===== config.mk =====
export PLATFORM = sky130hd
export DESIGN_NAME = pfsm_top
export DESIGN_NICKNAME = d
export VERILOG_FILES = /design/src/verilog/pfsm_pkg.sv /design/src/verilog/pfsm_top.sv
export SDC_FILE = /design/constraint.sdc
export NUM_CORES = 1
export LEC_CHECK = 0
export BUFFER_PORTS_ARGS = -buffer_cell sky130_fd_sc_hd__buf_2
export CORE_MARGIN = 10
export CORE_UTILIZATION = 54
export CTS_CLUSTER_DIAMETER = 50
export DETAILED_ROUTE_END_ITERATION = 10
export MAX_ROUTING_LAYER = met4
export PLACE_DENSITY = 0.91
export SYNTH_ARGS = -nofsm -noshare
export SYNTH_HDL_FRONTEND = slang
export SYNTH_SLANG_ARGS = --single-unit

===== constraint.sdc =====
create_clock -name CORE_CLK -period 7.5 [get_ports CORE_CLK]
set_input_delay 0.75 -clock CORE_CLK [delete_from_list [all_inputs] [get_ports CORE_CLK]]
set_output_delay 0.75 -clock CORE_CLK [all_outputs]
set_load 0.005 [all_outputs]

===== src/verilog/pfsm_pkg.sv =====
// Purpose: shared constants and carriers for the pin function select mux
// Assumes: APB4 register access, 32-bit data, one aligned word per register
// Notes: selector fields are 2 bits, code 2'b10 picks the alternate function, 2'b01 the timer output on pd6 and pd4
`default_nettype none
package pfsm_pkg;
    // ********************************************************************
    // register byte offsets
    // ********************************************************************
    localparam logic [7:0] OFF_PC_HI_SEL = 8'h00;
    localparam logic [7:0] OFF_PD_HI_SEL = 8'h04;
    localparam logic [7:0] OFF_IN_SRC0 = 8'h08;
    localparam logic [7:0] OFF_IN_SRC1 = 8'h0c;
    localparam logic [7:0] OFF_WAKE_EN = 8'h10;
    localparam logic [7:0] OFF_WAKE_STAT = 8'h14;
    localparam logic [7:0] OFF_PORT_DATA = 8'h18;
    localparam logic [7:0] OFF_PORT_CTRL = 8'h1c;
    localparam logic [7:0] OFF_PIN_LEVEL = 8'h20;
    // ********************************************************************
    // field positions and codes
    // ********************************************************************
    localparam int PC6_FIELD_LSB = 4;
    localparam int PC5_FIELD_LSB = 2;
    localparam int PC4_FIELD_LSB = 0;
    localparam int PD7_FIELD_LSB = 6;
    localparam int PD6_FIELD_LSB = 4;
    localparam int PD5_FIELD_LSB = 2;
    localparam int PD4_FIELD_LSB = 0;
    localparam int RX1_PICK_BIT = 7;
    localparam int INTERRUPT_INPUT_TWO_PICK_BIT = 6;
    localparam int INTERRUPT_INPUT_ONE_PICK_BIT = 5;
    localparam int INTERRUPT_INPUT_ZERO_PICK_BIT = 4;
    localparam int SDI_PICK_BIT = 3;
    localparam int SCK_PICK_BIT = 2;
    localparam int SCS_PICK_BIT = 1;
    localparam int RX0_PICK_BIT = 0;
    localparam int T1CK_PICK_BIT = 0;
    localparam logic [1:0] FN_GPIO0 = 2'b00;
    localparam logic [1:0] FN_ALT1 = 2'b01;
    localparam logic [1:0] FN_ALT2 = 2'b10;
    localparam logic [1:0] FN_RSVD = 2'b11;
    localparam logic [5:0] PC_HI_SEL_MASK = 6'h3f;
    // ********************************************************************
    // reset values
    // ********************************************************************
    localparam logic [7:0] RST_SEL = 8'h00;
    localparam logic [31:0] RST_PORT = 32'hffffffff;
    localparam logic [7:0] RST_PIN_PREV = 8'hff;
    localparam logic INACTIVE_LEVEL = 1'b1;
    // ********************************************************************
    // carriers
    // ********************************************************************
    typedef struct packed {
        logic scs_o; logic scs_oe; logic sck_o; logic sck_oe;
        logic sda_o; logic sda_oe; logic u1_line_o; logic u1_line_oe;
        logic u1_tx; logic t1_out;
    } pfsm_periph_out_s;
    typedef struct packed {
        logic serial_chip_select; logic sck; logic sdi; logic interrupt_input_zero; logic interrupt_input_one;
        logic interrupt_input_two; logic rx0; logic rx1; logic t1_clk;
    } pfsm_periph_in_s;
endpackage : pfsm_pkg
`default_nettype wire


===== src/verilog/pfsm_top.sv =====
// Purpose: pin function select mux for port C/D high pins and input sources
// Assumes: pin inputs synchronous to CORE_CLK, APB4 master on the bus side
// Notes: every output is registered, so routing changes show one cycle late
// Overview of operation
// - port C select bits 7..6 read zero
// - pc6 field: 10 connects serial chip select
// - pc5 field: 10 connects serial clock
// - pc4 field: 10 connects serial data
// - pd7 field: 10 gives second uart line
// - pd6 field: 01 timer out, 10 tx
// - pd5 field: 10 gives second uart line
// - pd4 field: 01 timer out, 10 tx
// - bit 7 picks second uart receive pin
// - bit 6 picks interrupt two pin
// - bit 5 picks interrupt one pin
// - bit 4 picks interrupt zero pin
// - bit 3 picks serial data pin
// - bit 2 picks serial clock pin
// - bit 1 picks chip select pin
// - bit 0 set takes pc1 for uart0
// - timer clock pick; upper bits read zero
// - reset sets port data and direction high
// - port A falling edge wakes sleep
`default_nettype none
module pfsm_top (
    input wire logic CORE_CLK, // system clock
    input wire logic RST, // async reset, high
    input wire logic PSEL, // apb select
    input wire logic PENABLE, // apb enable
    input wire logic PWRITE, // apb direction
    input wire logic [7:0] PADDR, // apb byte address
    input wire logic [31:0] PWDATA, // apb write data
    input wire logic [3:0] PSTRB, // apb byte strobes
    output logic [31:0] PRDATA, // apb read data
    output logic PREADY, // apb ready
    output logic PSLVERR, // unmapped address
    input wire logic [7:0] PA_IN, // port A pin levels
    input wire logic [7:0] PB_IN, // port B pin levels
    input wire logic [7:0] PC_IN, // port C pin levels
    input wire logic [7:0] PD_IN, // port D pin levels
    output logic [7:0] PA_OUT, // port A drive value
    output logic [7:0] PA_OE, // port A drive enable
    output logic [7:0] PB_OUT, // port B drive value
    output logic [7:0] PB_OE, // port B drive enable
    output logic [7:0] PC_OUT, // port C drive value
    output logic [7:0] PC_OE, // port C drive enable
    output logic [7:0] PD_OUT, // port D drive value
    output logic [7:0] PD_OE, // port D drive enable
    input wire logic [3:0] ALT_SEL_OK, // pa3 sdi, pb6 sck, pb5 scs, pc1 rx0
    input wire logic LOW_POWER, // sleep or idle active
    input wire pfsm_pkg::pfsm_periph_out_s PERIPH_OUT, // peripheral drives
    output pfsm_pkg::pfsm_periph_in_s PERIPH_IN, // routed inputs
    output logic WAKE_REQ // wake-up pulse
);
    import pfsm_pkg::*;

    // ********************************************************************
    // apb slave
    // ********************************************************************
    logic [5:0] pc_sel_q;
    logic [7:0] pd_sel_q;
    logic [7:0] src0_q;
    logic src1_q;
    logic [7:0] wake_en_q;
    logic [7:0] wake_st_q;
    logic [31:0] port_data_q;
    logic [31:0] port_ctrl_q;
    logic [7:0] pa_prev_q;
    logic acc;
    logic wr;
    logic hit;
    logic [31:0] rd_d;
    logic [7:0] fall;

    // one wait state: ready rises on the second access cycle
    assign acc = PSEL && PENABLE && PREADY;
    assign wr = acc && PWRITE && !PSLVERR;

    // address decode, narrow registers read zero above their width
    always_comb begin
        hit = 1'b1;
        rd_d = 32'h0;
        case (PADDR)
            OFF_PC_HI_SEL: rd_d = {26'h0, pc_sel_q};
            OFF_PD_HI_SEL: rd_d = {24'h0, pd_sel_q};
            OFF_IN_SRC0: rd_d = {24'h0, src0_q};
            OFF_IN_SRC1: rd_d = {31'h0, src1_q};
            OFF_WAKE_EN: rd_d = {24'h0, wake_en_q};
            OFF_WAKE_STAT: rd_d = {24'h0, wake_st_q};
            OFF_PORT_DATA: rd_d = port_data_q;
            OFF_PORT_CTRL: rd_d = port_ctrl_q;
            OFF_PIN_LEVEL: rd_d = {PD_IN, PC_IN, PB_IN, PA_IN};
            default: hit = 1'b0;
        endcase
    end

    // ready, read data and error all registered
    always_ff @(posedge CORE_CLK or posedge RST) begin
        if (RST) begin
            PREADY <= 1'b0;
            PRDATA <= 32'h0;
            PSLVERR <= 1'b0;
        end else if (PSEL && PENABLE && !PREADY) begin
            PREADY <= 1'b1;
            PRDATA <= PWRITE ? 32'h0 : rd_d;
            PSLVERR <= !hit;
        end else begin
            PREADY <= 1'b0;
            PSLVERR <= 1'b0;
        end
    end

    // selector registers, low byte lane only
    always_ff @(posedge CORE_CLK or posedge RST) begin
        if (RST) begin
            pc_sel_q <= RST_SEL[5:0];
            pd_sel_q <= RST_SEL;
            src0_q <= RST_SEL;
            src1_q <= RST_SEL[0];
            wake_en_q <= RST_SEL;
        end else if (wr && PSTRB[0]) begin
            case (PADDR)
                OFF_PC_HI_SEL: pc_sel_q <= PWDATA[5:0] & PC_HI_SEL_MASK;
                OFF_PD_HI_SEL: pd_sel_q <= PWDATA[7:0];
                OFF_IN_SRC0: src0_q <= PWDATA[7:0];
                OFF_IN_SRC1: src1_q <= PWDATA[T1CK_PICK_BIT];
                OFF_WAKE_EN: wake_en_q <= PWDATA[7:0];
                default: ;
            endcase
        end
    end

    // port data and direction, byte lanes honoured
    always_ff @(posedge CORE_CLK or posedge RST) begin
        if (RST) begin
            port_data_q <= RST_PORT;
            port_ctrl_q <= RST_PORT;
        end else if (wr) begin
            for (int i = 0; i < 4; i++) begin
                if (PSTRB[i] && PADDR == OFF_PORT_DATA) begin
                    port_data_q[i*8 +: 8] <= PWDATA[i*8 +: 8];
                end
                if (PSTRB[i] && PADDR == OFF_PORT_CTRL) begin
                    port_ctrl_q[i*8 +: 8] <= PWDATA[i*8 +: 8];
                end
            end
        end
    end

    // ********************************************************************
    // port A wake-up
    // ********************************************************************
    assign fall = pa_prev_q & ~PA_IN & wake_en_q;

    // sticky edge record; a new edge beats a write-one-to-clear
    always_ff @(posedge CORE_CLK or posedge RST) begin
        if (RST) begin
            pa_prev_q <= RST_PIN_PREV;
            wake_st_q <= RST_SEL;
            WAKE_REQ <= 1'b0;
        end else begin
            pa_prev_q <= PA_IN;
            WAKE_REQ <= LOW_POWER && (|fall);
            if (wr && PSTRB[0] && PADDR == OFF_WAKE_STAT) begin
                wake_st_q <= (wake_st_q & ~PWDATA[7:0]) | (LOW_POWER ? fall : 8'h0);
            end else if (LOW_POWER) begin
                wake_st_q <= wake_st_q | fall;
            end
        end
    end

    // ********************************************************************
    // output routing
    // ********************************************************************
    logic [7:0] pc_out_d;
    logic [7:0] pc_oe_d;
    logic [7:0] pd_out_d;
    logic [7:0] pd_oe_d;
    logic [1:0] f_pc6, f_pc5, f_pc4, f_pd7, f_pd6, f_pd5, f_pd4;

    assign f_pc6 = pc_sel_q[PC6_FIELD_LSB +: 2];
    assign f_pc5 = pc_sel_q[PC5_FIELD_LSB +: 2];
    assign f_pc4 = pc_sel_q[PC4_FIELD_LSB +: 2];
    assign f_pd7 = pd_sel_q[PD7_FIELD_LSB +: 2];
    assign f_pd6 = pd_sel_q[PD6_FIELD_LSB +: 2];
    assign f_pd5 = pd_sel_q[PD5_FIELD_LSB +: 2];
    assign f_pd4 = pd_sel_q[PD4_FIELD_LSB +: 2];

    // reserved codes release the pin rather than guess a function
    always_comb begin
        pc_out_d = port_data_q[23:16];
        pc_oe_d = ~port_ctrl_q[23:16];
        pd_out_d = port_data_q[31:24];
        pd_oe_d = ~port_ctrl_q[31:24];
        if (f_pc6 == FN_ALT2) begin
            pc_out_d[6] = PERIPH_OUT.scs_o;
            pc_oe_d[6] = PERIPH_OUT.scs_oe;
        end else if (f_pc6 == FN_RSVD) begin
            pc_oe_d[6] = 1'b0;
        end
        if (f_pc5 == FN_ALT2) begin
            pc_out_d[5] = PERIPH_OUT.sck_o;
            pc_oe_d[5] = PERIPH_OUT.sck_oe;
        end else if (f_pc5 == FN_RSVD) begin
            pc_oe_d[5] = 1'b0;
        end
        if (f_pc4 == FN_ALT2) begin
            pc_out_d[4] = PERIPH_OUT.sda_o;
            pc_oe_d[4] = PERIPH_OUT.sda_oe;
        end else if (f_pc4 == FN_RSVD) begin
            pc_oe_d[4] = 1'b0;
        end
        if (f_pd7 == FN_ALT2) begin
            pd_out_d[7] = PERIPH_OUT.u1_line_o;
            pd_oe_d[7] = PERIPH_OUT.u1_line_oe;
        end else if (f_pd7 == FN_RSVD) begin
            pd_oe_d[7] = 1'b0;
        end
        if (f_pd5 == FN_ALT2) begin
            pd_out_d[5] = PERIPH_OUT.u1_line_o;
            pd_oe_d[5] = PERIPH_OUT.u1_line_oe;
        end else if (f_pd5 == FN_RSVD) begin
            pd_oe_d[5] = 1'b0;
        end
        case (f_pd6)
            FN_ALT1: begin
                pd_out_d[6] = PERIPH_OUT.t1_out;
                pd_oe_d[6] = 1'b1;
            end
            FN_ALT2: begin
                pd_out_d[6] = PERIPH_OUT.u1_tx;
                pd_oe_d[6] = 1'b1;
            end
            FN_RSVD: pd_oe_d[6] = 1'b0;
            default: ;
        endcase
        case (f_pd4)
            FN_ALT1: begin
                pd_out_d[4] = PERIPH_OUT.t1_out;
                pd_oe_d[4] = 1'b1;
            end
            FN_ALT2: begin
                pd_out_d[4] = PERIPH_OUT.u1_tx;
                pd_oe_d[4] = 1'b1;
            end
            FN_RSVD: pd_oe_d[4] = 1'b0;
            default: ;
        endcase
    end

    // pins registered; ports A and B stay plain i/o here
    always_ff @(posedge CORE_CLK or posedge RST) begin
        if (RST) begin
            PA_OUT <= RST_PORT[7:0];
            PA_OE <= 8'h00;
            PB_OUT <= RST_PORT[15:8];
            PB_OE <= 8'h00;
            PC_OUT <= RST_PORT[23:16];
            PC_OE <= 8'h00;
            PD_OUT <= RST_PORT[31:24];
            PD_OE <= 8'h00;
        end else begin
            PA_OUT <= port_data_q[7:0];
            PA_OE <= ~port_ctrl_q[7:0];
            PB_OUT <= port_data_q[15:8];
            PB_OE <= ~port_ctrl_q[15:8];
            PC_OUT <= pc_out_d;
            PC_OE <= pc_oe_d;
            PD_OUT <= pd_out_d;
            PD_OE <= pd_oe_d;
        end
    end

    // ********************************************************************
    // input source selection
    // ********************************************************************
    pfsm_periph_in_s in_d;
    logic pd5_gpio_in;
    logic pd7_gpio_in;

    // shared inputs need the i/o function and the direction set to input
    assign pd5_gpio_in = !f_pd5[1] && port_ctrl_q[29];
    assign pd7_gpio_in = !f_pd7[1] && port_ctrl_q[31];

    // a source not assigned to its function holds the input idle
    always_comb begin
        in_d = '{default: INACTIVE_LEVEL};
        if (src0_q[RX1_PICK_BIT]) begin
            if (f_pd7 == FN_ALT2) in_d.rx1 = PD_IN[7];
        end else begin
            if (f_pd5 == FN_ALT2) in_d.rx1 = PD_IN[5];
        end
        if (src0_q[INTERRUPT_INPUT_TWO_PICK_BIT]) begin
            if (pd5_gpio_in) in_d.interrupt_input_two = PD_IN[5];
        end else begin
            if (pd7_gpio_in) in_d.interrupt_input_two = PD_IN[7];
        end
        if (src0_q[INTERRUPT_INPUT_ONE_PICK_BIT]) begin
            if (port_ctrl_q[2]) in_d.interrupt_input_one = PA_IN[2];
        end else begin
            if (port_ctrl_q[9]) in_d.interrupt_input_one = PB_IN[1];
        end
        if (src0_q[INTERRUPT_INPUT_ZERO_PICK_BIT]) begin
            if (port_ctrl_q[1]) in_d.interrupt_input_zero = PA_IN[1];
        end else begin
            if (port_ctrl_q[8]) in_d.interrupt_input_zero = PB_IN[0];
        end
        if (src0_q[SDI_PICK_BIT]) begin
            if (ALT_SEL_OK[0]) in_d.sdi = PA_IN[3];
        end else begin
            if (f_pc4 == FN_ALT2) in_d.sdi = PC_IN[4];
        end
        if (src0_q[SCK_PICK_BIT]) begin
            if (ALT_SEL_OK[1]) in_d.sck = PB_IN[6];
        end else begin
            if (f_pc5 == FN_ALT2) in_d.sck = PC_IN[5];
        end
        if (src0_q[SCS_PICK_BIT]) begin
            if (ALT_SEL_OK[2]) in_d.serial_chip_select = PB_IN[5];
        end else begin
            if (f_pc6 == FN_ALT2) in_d.serial_chip_select = PC_IN[6];
        end
        // the cleared pick is reserved, so it routes nothing
        if (src0_q[RX0_PICK_BIT] && ALT_SEL_OK[3]) begin
            in_d.rx0 = PC_IN[1];
        end
        if (src1_q) begin
            if (pd7_gpio_in) in_d.t1_clk = PD_IN[7];
        end else begin
            if (pd5_gpio_in) in_d.t1_clk = PD_IN[5];
        end
    end

    // registered so peripherals never see a decode glitch
    always_ff @(posedge CORE_CLK or posedge RST) begin
        if (RST) begin
            PERIPH_IN <= '{default: INACTIVE_LEVEL};
        end else begin
            PERIPH_IN <= in_d;
        end
    end
endmodule : pfsm_top
`default_nettype wire

==> impl_metrics.py, run 1 <==
metrics = {
    "die": {
        "chipWidth_um": 150,
        "num_rows": 47,
        "start_util_pct": 55.2,
        "ioPinCount": 204,
        "core_um2": 16600,
        "die_area_um2": 22600,
        "die_h_um": 150,
    },
    "detailed_routing": {
        "final_antenna_net_count": 0,
        "wl_met1_um": 10200,
        "wl_met2_um": 12700,
        "route.top_layer_used": "met4",
        "drtPass1Iterations": 5,
        "routed_wl_um": 25300,
        "routedWlPerCell_um": 22.3,
        "drc": 0,
        "vias": 6498,
        "routed-wl-met3_um": 1790,
        "drt_first_iter_violations": 585,
        "viasPerCell": 5.71,
    },
    "worst_setup_path": {
        "arrival_ns": 2.86,
        "startpoint_type": "primary input",
        "cp_max_fo": 38,
        "crit_required_ns": 7.92,
        "ff2ff_path_depth": 5,
        "critical_path_class": "in2reg",
        "crit_path_end_kind": "flop",
    },
    "pwr": {
        "irDropWorstVdd_mv": 0.198,
        "power.density_nw_per_um2": 225,
        "leakagePower_nw": 5.00,
        "switching_power_uw": 560,
        "power.share.sequential_pct": 47.5,
        "netSwitchingFraction_pct": 22.2,
        "power_mw": 2.52,
        "p_comb_share_pct": 4.1,
        "clockPowerShare_pct": 48.4,
        "internal_power_mw": 1.96,
    },
    "global_route": {
        "grt_pass1_vias": 7009,
        "grt_max_degree": 155,
        "antenna_found_initial": 4,
        "grt-ovfl-total": 0,
        "grt_pass1_wl_um": 38800,
        "grt_use_total_pct": 22.5,
    },
    "synthesis": {
        "synth_top_area_share_pct": 32.4,
        "synth_edf_count": 0,
        "syn_nets": 789,
        "syn-cell-area_um2": 9160,
        "synth.distinct_cells": 55,
        "ys_seq_area_share_pct": 61.4,
        "synthFlopType": "dfstp_2",
        "yosys_register_bits": 219,
        "yosysWarnings": 0,
        "netlist_top_cells_count": "dfstp_2, dfrtp_1, mux2_2",
        "netlist_instances": 687,
        "yosysMostFrequentCell": "dfstp_2",
        "synthArstFlopShare_pct": 100,
        "synth_top_area_cell": "dfstp_2",
        "synthTopCellsByArea": "dfstp_2, dfrtp_1, mux2_2",
        "synth_area_per_cell_um2": 13.3,
    },
    "sta": {
        "worstMarginPinSlew_ns": 1.01,
        "fin_crit_sh_pct": 32.5,
        "finalCriticalPeriod_ns": 2.44,
        "finalHoldViolations": 0,
        "finClkSkew_ns": 0.0114,
        "rsz0062_at_grt": "false",
        "slew_viol_final": 0,
        "slew_headroom_pct": 32.4,
        "fmax_ghz": 0.411,
        "setup-tns-final_ns": 0,
        "finalSetupViolCount": 0,
    },
    "clocking": {
        "hold_buffers": 0,
        "numCtsBuffers": 25,
        "cts_max_level": 1,
        "cts_tree": "yes",
        "clkSlewWorstSetupHoldPaths_ns": 0.06,
        "cts-root-buf": "clkbuf_16",
        "clk-insertion-delay-late_ns": 0.51,
        "post-cts-setup-buffers": 0,
        "cts_buffer_depth": 3,
        "cts_resized": 0,
        "clock-sinks": 219,
    },
    "finish": {
        "drive_gt1_share_pct": 54.5,
        "nNetsFinal": 995,
        "fill_cells": 1195,
        "area_growth_pct": 22.3,
    },
    "status": {
        "outcome": "finished clean",
    },
    "place": {
        "dp_hpwl_um": 17700,
        "io_buffers": 203,
        "gp_congestion": 0.907,
    },
    "job": {
        "max-cap-violations": 0,
    },
    "hold_path": {
        "whs_path_depth": 0,
        "hold_path_class": "reg2reg",
    },
}
cells by family after synthesis:
| kind of cell | count (synthesis) | share of synthesized area [%] |
|---|---|---|
| and+or+nand+nor | 144 | 9.21 |
| muxes | 119 | 15.2 |
| adders and majority gates | 6 | 0.819 |
| AOI/OAI and AO/OA | 131 | 9.97 |
| DFF | 219 | 61.4 |
| buffers and inverters | 68 | 3.48 |
power groups by stage:
stage          Clock [mW]  Sequential [mW]  Combinational [mW]
3_5_place_dp            0             1.21               0.103
2_1_floorplan           0             1.21              0.0471
6_report             1.22             1.20               0.103
4_1_cts              1.24             1.20               0.104
3_3_place_gp            0             1.21               0.101
5_1_grt              1.29             1.20               0.113
path summary, 6_finish.rpt:
kind | startpoint | end | slack, ns
setup / recovery | PADDR[5] | port_ctrl_q[6] | 5.06
hold / removal | port_data_q[15] | PB_OUT[7] | 0.36
setup reg to reg | PREADY | PRDATA[21] | 5.16
hold reg to reg | port_data_q[15] | PB_OUT[7] | 0.36
max in group asynchronous | RST | PRDATA[19] | 5.57
min in group asynchronous | RST | PRDATA[26] | 0.47
state kept, by name (all words and copies together) (netlist names), 9 cells and up:
signal       count
port_ctrl_q     32
port_data_q     32
PERIPH_IN        9
PRDATA          32
worst max-delay path, stage by stage:
cell	delay, ns
buf_2	0.20
nor3_4	0.33
and2_2	0.19
buf_4	0.46
and3_1	0.34
nand2_2	0.21
mux2_1	0.36
placed cells by master (no fill, tap or decap), drive strengths merged, types with 3 or more instances in the layout:
cell type and instances:
a21oi 3, a221oi 3, a22o 33, a22oi 32, a32oi 4, and2 3
and3 5, buf 208, clkbuf 33, clkinv 7, dfrtp 106, dfstp 113
diode 7, ha 6, inv 42, mux2 106, mux2i 9, mux4 4
nand2 67, nand3 13, nand3b 6, nor2 24, nor2b 7, nor3 4
nor4 5, o21ai 45, o22ai 3
metal layers:
metal | global-route usage [%] | up-vias
li1 | - | 2887
met3 | 4.41 | 46
met1 | 27.8 | 3274
met5 | - | -
met2 | 36.1 | 291
met4 | 8.75 | 0
layout make-up:
type	instances	area [µm²]	area share [%]
inverters	39	154	1.37
clock inverters	13	154	1.37
multi-input cells	400	3230	28.8
well taps	220	275	2.46
diodes	7	17.5	0.156
flip-flops and latches	219	5620	50.2
repair buffers	208	1050	9.40
clock buffers	33	696	6.21
metrics by stage:
step / setup slack [ns] / instances / hold slack [ns] / cell area, µm² / utilization, %
2_1_floorplan: 0.944 / 687 / 0.357 / 9160 / -
3_3_place_gp: 4.69 / 1086 / 0.362 / 10300 / 62.3
3_5_place_dp: 4.62 / 1086 / 0.365 / 10300 / 62.3
4_1_cts: 5.13 / 1132 / 0.353 / 11200 / 67.4
5_1_grt: 4.97 / 1136 / 0.354 / 11200 / 67.5
6_report: 5.06 / 1139 / 0.364 / 11200 / 67.5
Note: power is estimated with default switching activity, not from simulation.
==> run 2, diff against run 1 <==
--- a/config.mk
+++ b/config.mk
@@ -5,13 +5,14 @@
 export SDC_FILE = /design/constraint.sdc
 export NUM_CORES = 1
 export LEC_CHECK = 0
+export ABC_AREA = 1
 export BUFFER_PORTS_ARGS = -buffer_cell sky130_fd_sc_hd__buf_2
 export CORE_MARGIN = 10
 export CORE_UTILIZATION = 54
 export CTS_CLUSTER_DIAMETER = 50
 export DETAILED_ROUTE_END_ITERATION = 10
 export MAX_ROUTING_LAYER = met4
-export PLACE_DENSITY = 0.91
+export PLACE_DENSITY = 0.9
 export SYNTH_ARGS = -nofsm -noshare
 export SYNTH_HDL_FRONTEND = slang
 export SYNTH_SLANG_ARGS = --single-unit
==> constraint.sdc (replaced) <==
create_clock -name CORE_CLK -period 2.6 [get_ports CORE_CLK]
set_input_delay 0.26 -clock CORE_CLK [delete_from_list [all_inputs] [get_ports CORE_CLK]]
set_output_delay 0.26 -clock CORE_CLK [all_outputs]
set_load 0.005 [all_outputs]
==> impl_metrics.py, run 2 <==
metrics = {
    "status": {
        "outcome": "finished clean",
    },
    "finish": {
        "nNetsFinal": 1332,
        "area_growth_pct": 26.3,
        "layout_commonest_cell": "nand2_1",
        "design_area_um2": 11700,
        "reg_top3": "PRDATA (32), port_ctrl_q (32), port_data_q (32)",
        "final_util_pct": 69.8,
        "diodes": 0,
        "layout_common_cells": "nand2_1, buf_2, dfstp_2, dfrtp_1, inv_1",
        "drive_gt1_share_pct": 33.5,
    },
    "global_route": {
        "grt_use_total_pct": 24.3,
        "grt_pass1_vias": 7865,
        "grt_max_degree": 45,
        "antenna_found_initial": 0,
        "grt_pass1_wl_um": 42600,
        "grt-ovfl-total": 0,
    },
    "worst_setup_path": {
        "startpoint_type": "flop",
        "crit_required_ns": 2.99,
        "cp_common_cell": "o21ai_0",
        "cp_max_fo": 9,
        "arrival_ns": 2.14,
        "cp_cell_sequence": "nand3b_2 > nor2_8 > nand2_1 > o21ai_0 > o21ai_0",
        "slowest_delay_ns": 0.39,
        "crit_path_end_kind": "flop",
        "crit_slowest_cell": "dfrtp_1",
        "critical_path_class": "reg2reg",
    },
    "pwr": {
        "netSwitchingFraction_pct": 22.4,
        "switching_power_mw": 1.63,
        "p_comb_share_pct": 4.6,
        "internal_power_mw": 5.66,
        "clockPowerShare_pct": 48.1,
        "leakagePower_nw": 5.62,
        "power.share.sequential_pct": 47.2,
        "irDropWorstVdd_mv": 0.462,
        "power.density_nw_per_um2": 625,
        "power_mw": 7.29,
    },
    "clocking": {
        "clk-insertion-delay-late_ns": 0.51,
        "hold_buffers": 39,
        "clkSlewWorstSetupHoldPaths_ns": 0.06,
        "cts_resized": 0,
        "cts_max_level": 1,
        "post-cts-setup-buffers": 0,
        "numCtsBuffers": 24,
        "cts-root-buf": "clkbuf_16",
        "clock-sinks": 219,
        "cts_buffer_depth": 3,
        "cts_tree": "yes",
    },
    "die": {
        "num_rows": 47,
        "die_h_um": 151,
        "core_um2": 16700,
        "start_util_pct": 55.3,
        "die_area_um2": 22700,
        "chipWidth_um": 151,
        "ioPinCount": 204,
    },
    "job": {
        "max-cap-violations": 0,
    },
    "synthesis": {
        "synth.distinct_cells": 36,
        "synth_top_area_cell": "dfstp_2",
        "yosysWarnings": 0,
        "synthTopCellsByArea": "dfstp_2, dfrtp_1, nand2_1",
        "netlist_instances": 980,
        "ys_seq_area_share_pct": 60.9,
        "synthArstFlopShare_pct": 100,
        "yosysMostFrequentCell": "nand2_1",
        "synth_area_per_cell_um2": 9.43,
        "synth_top_area_share_pct": 32.1,
        "syn_nets": 1082,
        "yosys_register_bits": 219,
        "synthFlopType": "dfstp_2",
        "syn-cell-area_um2": 9240,
        "synth_edf_count": 0,
        "netlist_top_cells_count": "nand2_1, dfstp_2, dfrtp_1",
    },
    "sta": {
        "slew_viol_final": 0,
        "setup_ws_ns": 0.851,
        "worstMarginPinSlew_ns": 0.783,
        "finalCriticalPeriod_ns": 1.75,
        "slew_headroom_pct": 47.7,
        "finalSetupViolCount": 0,
        "finClkSkew_ns": 0.0138,
        "setup-tns-final_ns": 0,
        "finalHoldViolations": 0,
        "fin_crit_sh_pct": 67.3,
        "rsz0062_at_grt": "false",
        "fmax_ghz": 0.572,
    },
    "detailed_routing": {
        "drt_first_iter_violations": 583,
        "vias": 7763,
        "drc": 0,
        "final_antenna_net_count": 0,
        "routed_wl_um": 27400,
        "drtPass1Iterations": 5,
        "viasPerCell": 5.29,
        "routedWlPerCell_um": 18.7,
    },
    "hold_path": {
        "hold_path_class": "in2reg",
    },
    "place": {
        "dp_hpwl_um": 19400,
        "dp_slack_ns": 0.542,
        "io_buffers": 203,
        "gp_congestion": 0.959,
        "placed_area_um2": 10400,
    },
}
## run 2: cell types whose count changed in the layout (fill, tap and decap cells not counted), sizes merged, moves of 9 or more
cell / previous run / this run
a22o: 33 / 0
a22oi: 32 / 0
dlygate4sd3: 0 / 39
inv: 42 / 100
mux2: 106 / 3
mux2i: 9 / 0
nand2: 67 / 360
nand3: 13 / 58
nor2: 24 / 55
o21ai: 45 / 119
## run 2: power by group through the flow
stage,registers [mW],clock network [mW],logic (mW)
after floorplan,3.50,0,0.126
after global placement,3.50,0,0.285
after detailed placement,3.50,0,0.291
after CTS,3.44,3.53,0.337
after global routing,3.44,3.67,0.368
final,3.44,3.51,0.336
## run 2: cells by family after synthesis
group | synth area share, %
and+or+nand+nor | 23.8
adders and majority gates | 0.813
buffers and inverters | 6.45
AOI/OAI and AO/OA | 7.72
muxes | 0.366
DFF | 60.9
## run 2: worst paths after layout
kind | start | end | slack, ns | depth (start not counted)
setup / recovery | PSLVERR | wake_st_q[5] | 0.85 | 5
hold / removal | PERIPH_OUT[1] | PD_OUT[6] | 0.02 | 3
setup reg to reg | PSLVERR | wake_st_q[5] | 0.85 | 5
hold reg to reg | port_data_q[1] | PA_OUT[1] | 0.37 | 0
max in group asynchronous | RST | port_ctrl_q[1] | 1.39 | 4
min in group asynchronous | RST | PRDATA[24] | 0.45 | 3
## run 2: stage by stage
step | cells | hold WS (ns)
finish | 1468 | 0.0174
global route | 1468 | 0.0139
CTS | 1468 | 0.00224
detailed placement | 1385 | 0.365
global placement | 1385 | 0.364
floorplan | 980 | 0.264
## run 2: critical path, delay by kind of cell (launching register included)
family / cells / cell delay, ns
AO/OA/AOI/OAI: 2 / 0.35
flip-flops: 1 / 0.39
AND/OR/NAND/NOR: 3 / 0.88
## run 2: cell type report
class | instances | area [µm²]
clock buffer | 32 | 692
clock inverter | 12 | 140
inverter | 100 | 387
sequential | 219 | 5620
fill | 1233 | 5040
tap | 220 | 275
timing repair buffer | 250 | 1530
multi-input combinational | 635 | 3020
## run 2: per-layer routing
layer	global-route usage, %	vias up	wire (µm)
met5	-	-	0
li1	-	3622	-
met3	4.00	51	2370
met2	40.5	412	13600
met4	7.56	0	775
met1	30.0	3678	10700
==> run 3, diff against run 2 <==
--- a/config.mk
+++ b/config.mk
@@ -5,14 +5,14 @@
 export SDC_FILE = /design/constraint.sdc
 export NUM_CORES = 1
 export LEC_CHECK = 0
-export ABC_AREA = 1
+export ABC_AREA = 0
 export BUFFER_PORTS_ARGS = -buffer_cell sky130_fd_sc_hd__buf_2
 export CORE_MARGIN = 10
 export CORE_UTILIZATION = 54
 export CTS_CLUSTER_DIAMETER = 50
 export DETAILED_ROUTE_END_ITERATION = 10
 export MAX_ROUTING_LAYER = met4
-export PLACE_DENSITY = 0.9
+export PLACE_DENSITY = 0.91
 export SYNTH_ARGS = -nofsm -noshare
 export SYNTH_HDL_FRONTEND = slang
 export SYNTH_SLANG_ARGS = --single-unit
==> constraint.sdc (replaced) <==
create_clock -name CORE_CLK -period 1.69 [get_ports CORE_CLK]
set_input_delay 0.169 -clock CORE_CLK [delete_from_list [all_inputs] [get_ports CORE_CLK]]
set_output_delay 0.169 -clock CORE_CLK [all_outputs]
set_load 0.005 [all_outputs]
==> impl_metrics.py, run 3 (synthesized netlist as in run 1, its figures left out) <==
metrics = {
    "detailed_routing": {
        "vias": 7138,
        "drt_first_iter_violations": 624,
        "viasPerCell": 5.74,
        "final_antenna_net_count": 0,
        "routed_wl_um": 29300,
        "drtPass1Iterations": 5,
        "routedWlPerCell_um": 23.6,
        "drc": 0,
    },
    "clocking": {
        "clk-insertion-delay-late_ns": 0.52,
        "post-cts-setup-buffers": 0,
        "clock-sinks": 219,
        "cts-root-buf": "clkbuf_16",
        "cts_max_level": 1,
        "numCtsBuffers": 25,
        "cts_buffer_depth": 3,
        "cts_tree": "yes",
        "clkSlewWorstSetupHoldPaths_ns": 0.06,
    },
    "finish": {
        "final_util_pct": 74.5,
        "drive_gt1_share_pct": 52.4,
        "layout_common_cells": "buf_2, dfstp_2, dfrtp_1, mux2_2, dlygate4sd3_1",
        "area_growth_pct": 34.9,
        "fill_cells": 1032,
        "final_cells": 1244,
        "layout_commonest_cell": "buf_2",
        "nNetsFinal": 1101,
        "design_area_um2": 12400,
        "reg_top3": "PRDATA (32), port_ctrl_q (32), port_data_q (32)",
    },
    "worst_setup_path": {
        "crit_path_end_kind": "flop",
        "crit_slowest_cell": "dfrtp_1",
        "cp_cell_sequence": "nor3_4 > and2_2 > nand3_2 > mux2_2",
        "slowest_delay_ns": 0.40,
        "crit_family": "simple AND/OR/NAND/NOR gates",
        "cp_max_fo": 8,
        "startpoint_type": "flop",
        "critical_path_class": "reg2reg",
        "arrival_ns": 2.09,
        "crit_required_ns": 2.13,
        "cp_num_buf_inv": 0,
        "reg2reg_slack_ns": 0.04,
    },
    "pwr": {
        "power.share.sequential_pct": 45.2,
        "p_comb_share_pct": 5.8,
        "netSwitchingFraction_pct": 22.4,
        "irDropWorstVdd_mv": 0.841,
        "switching_power_mw": 2.63,
        "power.density_nw_per_um2": 950,
        "clockPowerShare_pct": 49.0,
        "internal_power_mw": 9.12,
        "power_mw": 11.7,
        "leakagePower_nw": 5.51,
    },
    "sta": {
        "hold_slack_ns": -0.0264,
        "worstMarginPinSlew_ns": 0.458,
        "finalSetupViolCount": 0,
        "slew_viol_final": 0,
        "fmax_ghz": 0.606,
        "setup-tns-final_ns": 0,
        "rsz0062_at_grt": "true",
        "setup_ws_ns": 0.0401,
        "finalCriticalPeriod_ns": 1.65,
        "slew_headroom_pct": 69.4,
        "finalHoldViolations": 1,
        "finClkSkew_ns": 0.00863,
        "fin_crit_sh_pct": 97.6,
    },
    "die": {
        "start_util_pct": 55.2,
        "core_um2": 16600,
        "die_h_um": 150,
        "chipWidth_um": 150,
        "ioPinCount": 204,
        "die_area_um2": 22600,
        "num_rows": 47,
    },
    "global_route": {
        "grt_use_met3_pct": 4.95,
        "antenna_found_initial": 5,
        "gr-usage-met1_pct": 31.2,
        "busiest_layer": "met2",
        "grt-ovfl-total": 0,
        "grt_use_met2_pct": 43.3,
        "grt_use_total_pct": 26.1,
        "grt_pass1_vias": 7693,
        "grt_pass1_wl_um": 44600,
        "grt_max_degree": 77,
    },
    "place": {
        "io_buffers": 203,
        "placedCellCount": 1120,
        "gp_congestion": 0.916,
        "dp_slack_ns": -0.0899,
        "placed_area_um2": 10700,
        "dp_hpwl_um": 19500,
    },
    "status": {
        "violations": "negative hold slack",
        "outcome": "complete, but fails checks",
    },
    "job": {
        "max-cap-violations": 0,
    },
    "hold_path": {
        "hold_path_class": "in2reg",
    },
}
[run 3: metal layers]
metal,vias up,wire length (µm)
li1,3068,-
met1,3623,11100
met2,360,15000
met3,87,2300
met4,0,953
met5,-,0
[run 3: what timing repair did]
item                                   CTS  global route
gates resized for setup                  1             3
endpoints found under the hold margin  167             0
hold buffers                            72             0
setup endpoints to repair               57            59
[run 3: power by group through the flow]
stage	sequential, mW	combinational [mW]	clock (mW)
4_1_cts	5.31	0.669	5.77
2_1_floorplan	5.39	0.210	0
5_1_grt	5.31	0.724	6.06
6_report	5.31	0.679	5.76
3_3_place_gp	5.39	0.523	0
3_5_place_dp	5.39	0.538	0
[run 3: cell type report]
class / instances / area [µm²] / share of cell area [%]
multi-input combinational: 400 / 3250 / 26.3
clock buffer: 36 / 737 / 5.96
clock inverter: 10 / 150 / 1.21
tap: 220 / 275 / 2.23
sequential: 219 / 5620 / 45.5
antenna: 6 / 15.0 / 0.121
timing repair buffer: 314 / 2170 / 17.5
inverter: 39 / 150 / 1.21
[run 3: worst paths after layout]
path                                  from               to  cells past startpoint
min in group asynchronous              RST     wake_st_q[7]                      4
max                                PSLVERR  port_data_q[11]                      4
min reg2reg                port_data_q[27]        PD_OUT[3]                      0
min                               PD_IN[6]       PRDATA[30]                      3
max in group asynchronous              RST     PERIPH_IN[1]                      5
max reg2reg                        PSLVERR  port_data_q[11]                      4
[run 3: worst reg2reg max path, cell delays in order, from the launching register on]
cell,delay [ns]
dfrtp_1,0.40
nor3_4,0.26
and2_2,0.26
nand3_2,0.28
mux2_2,0.38
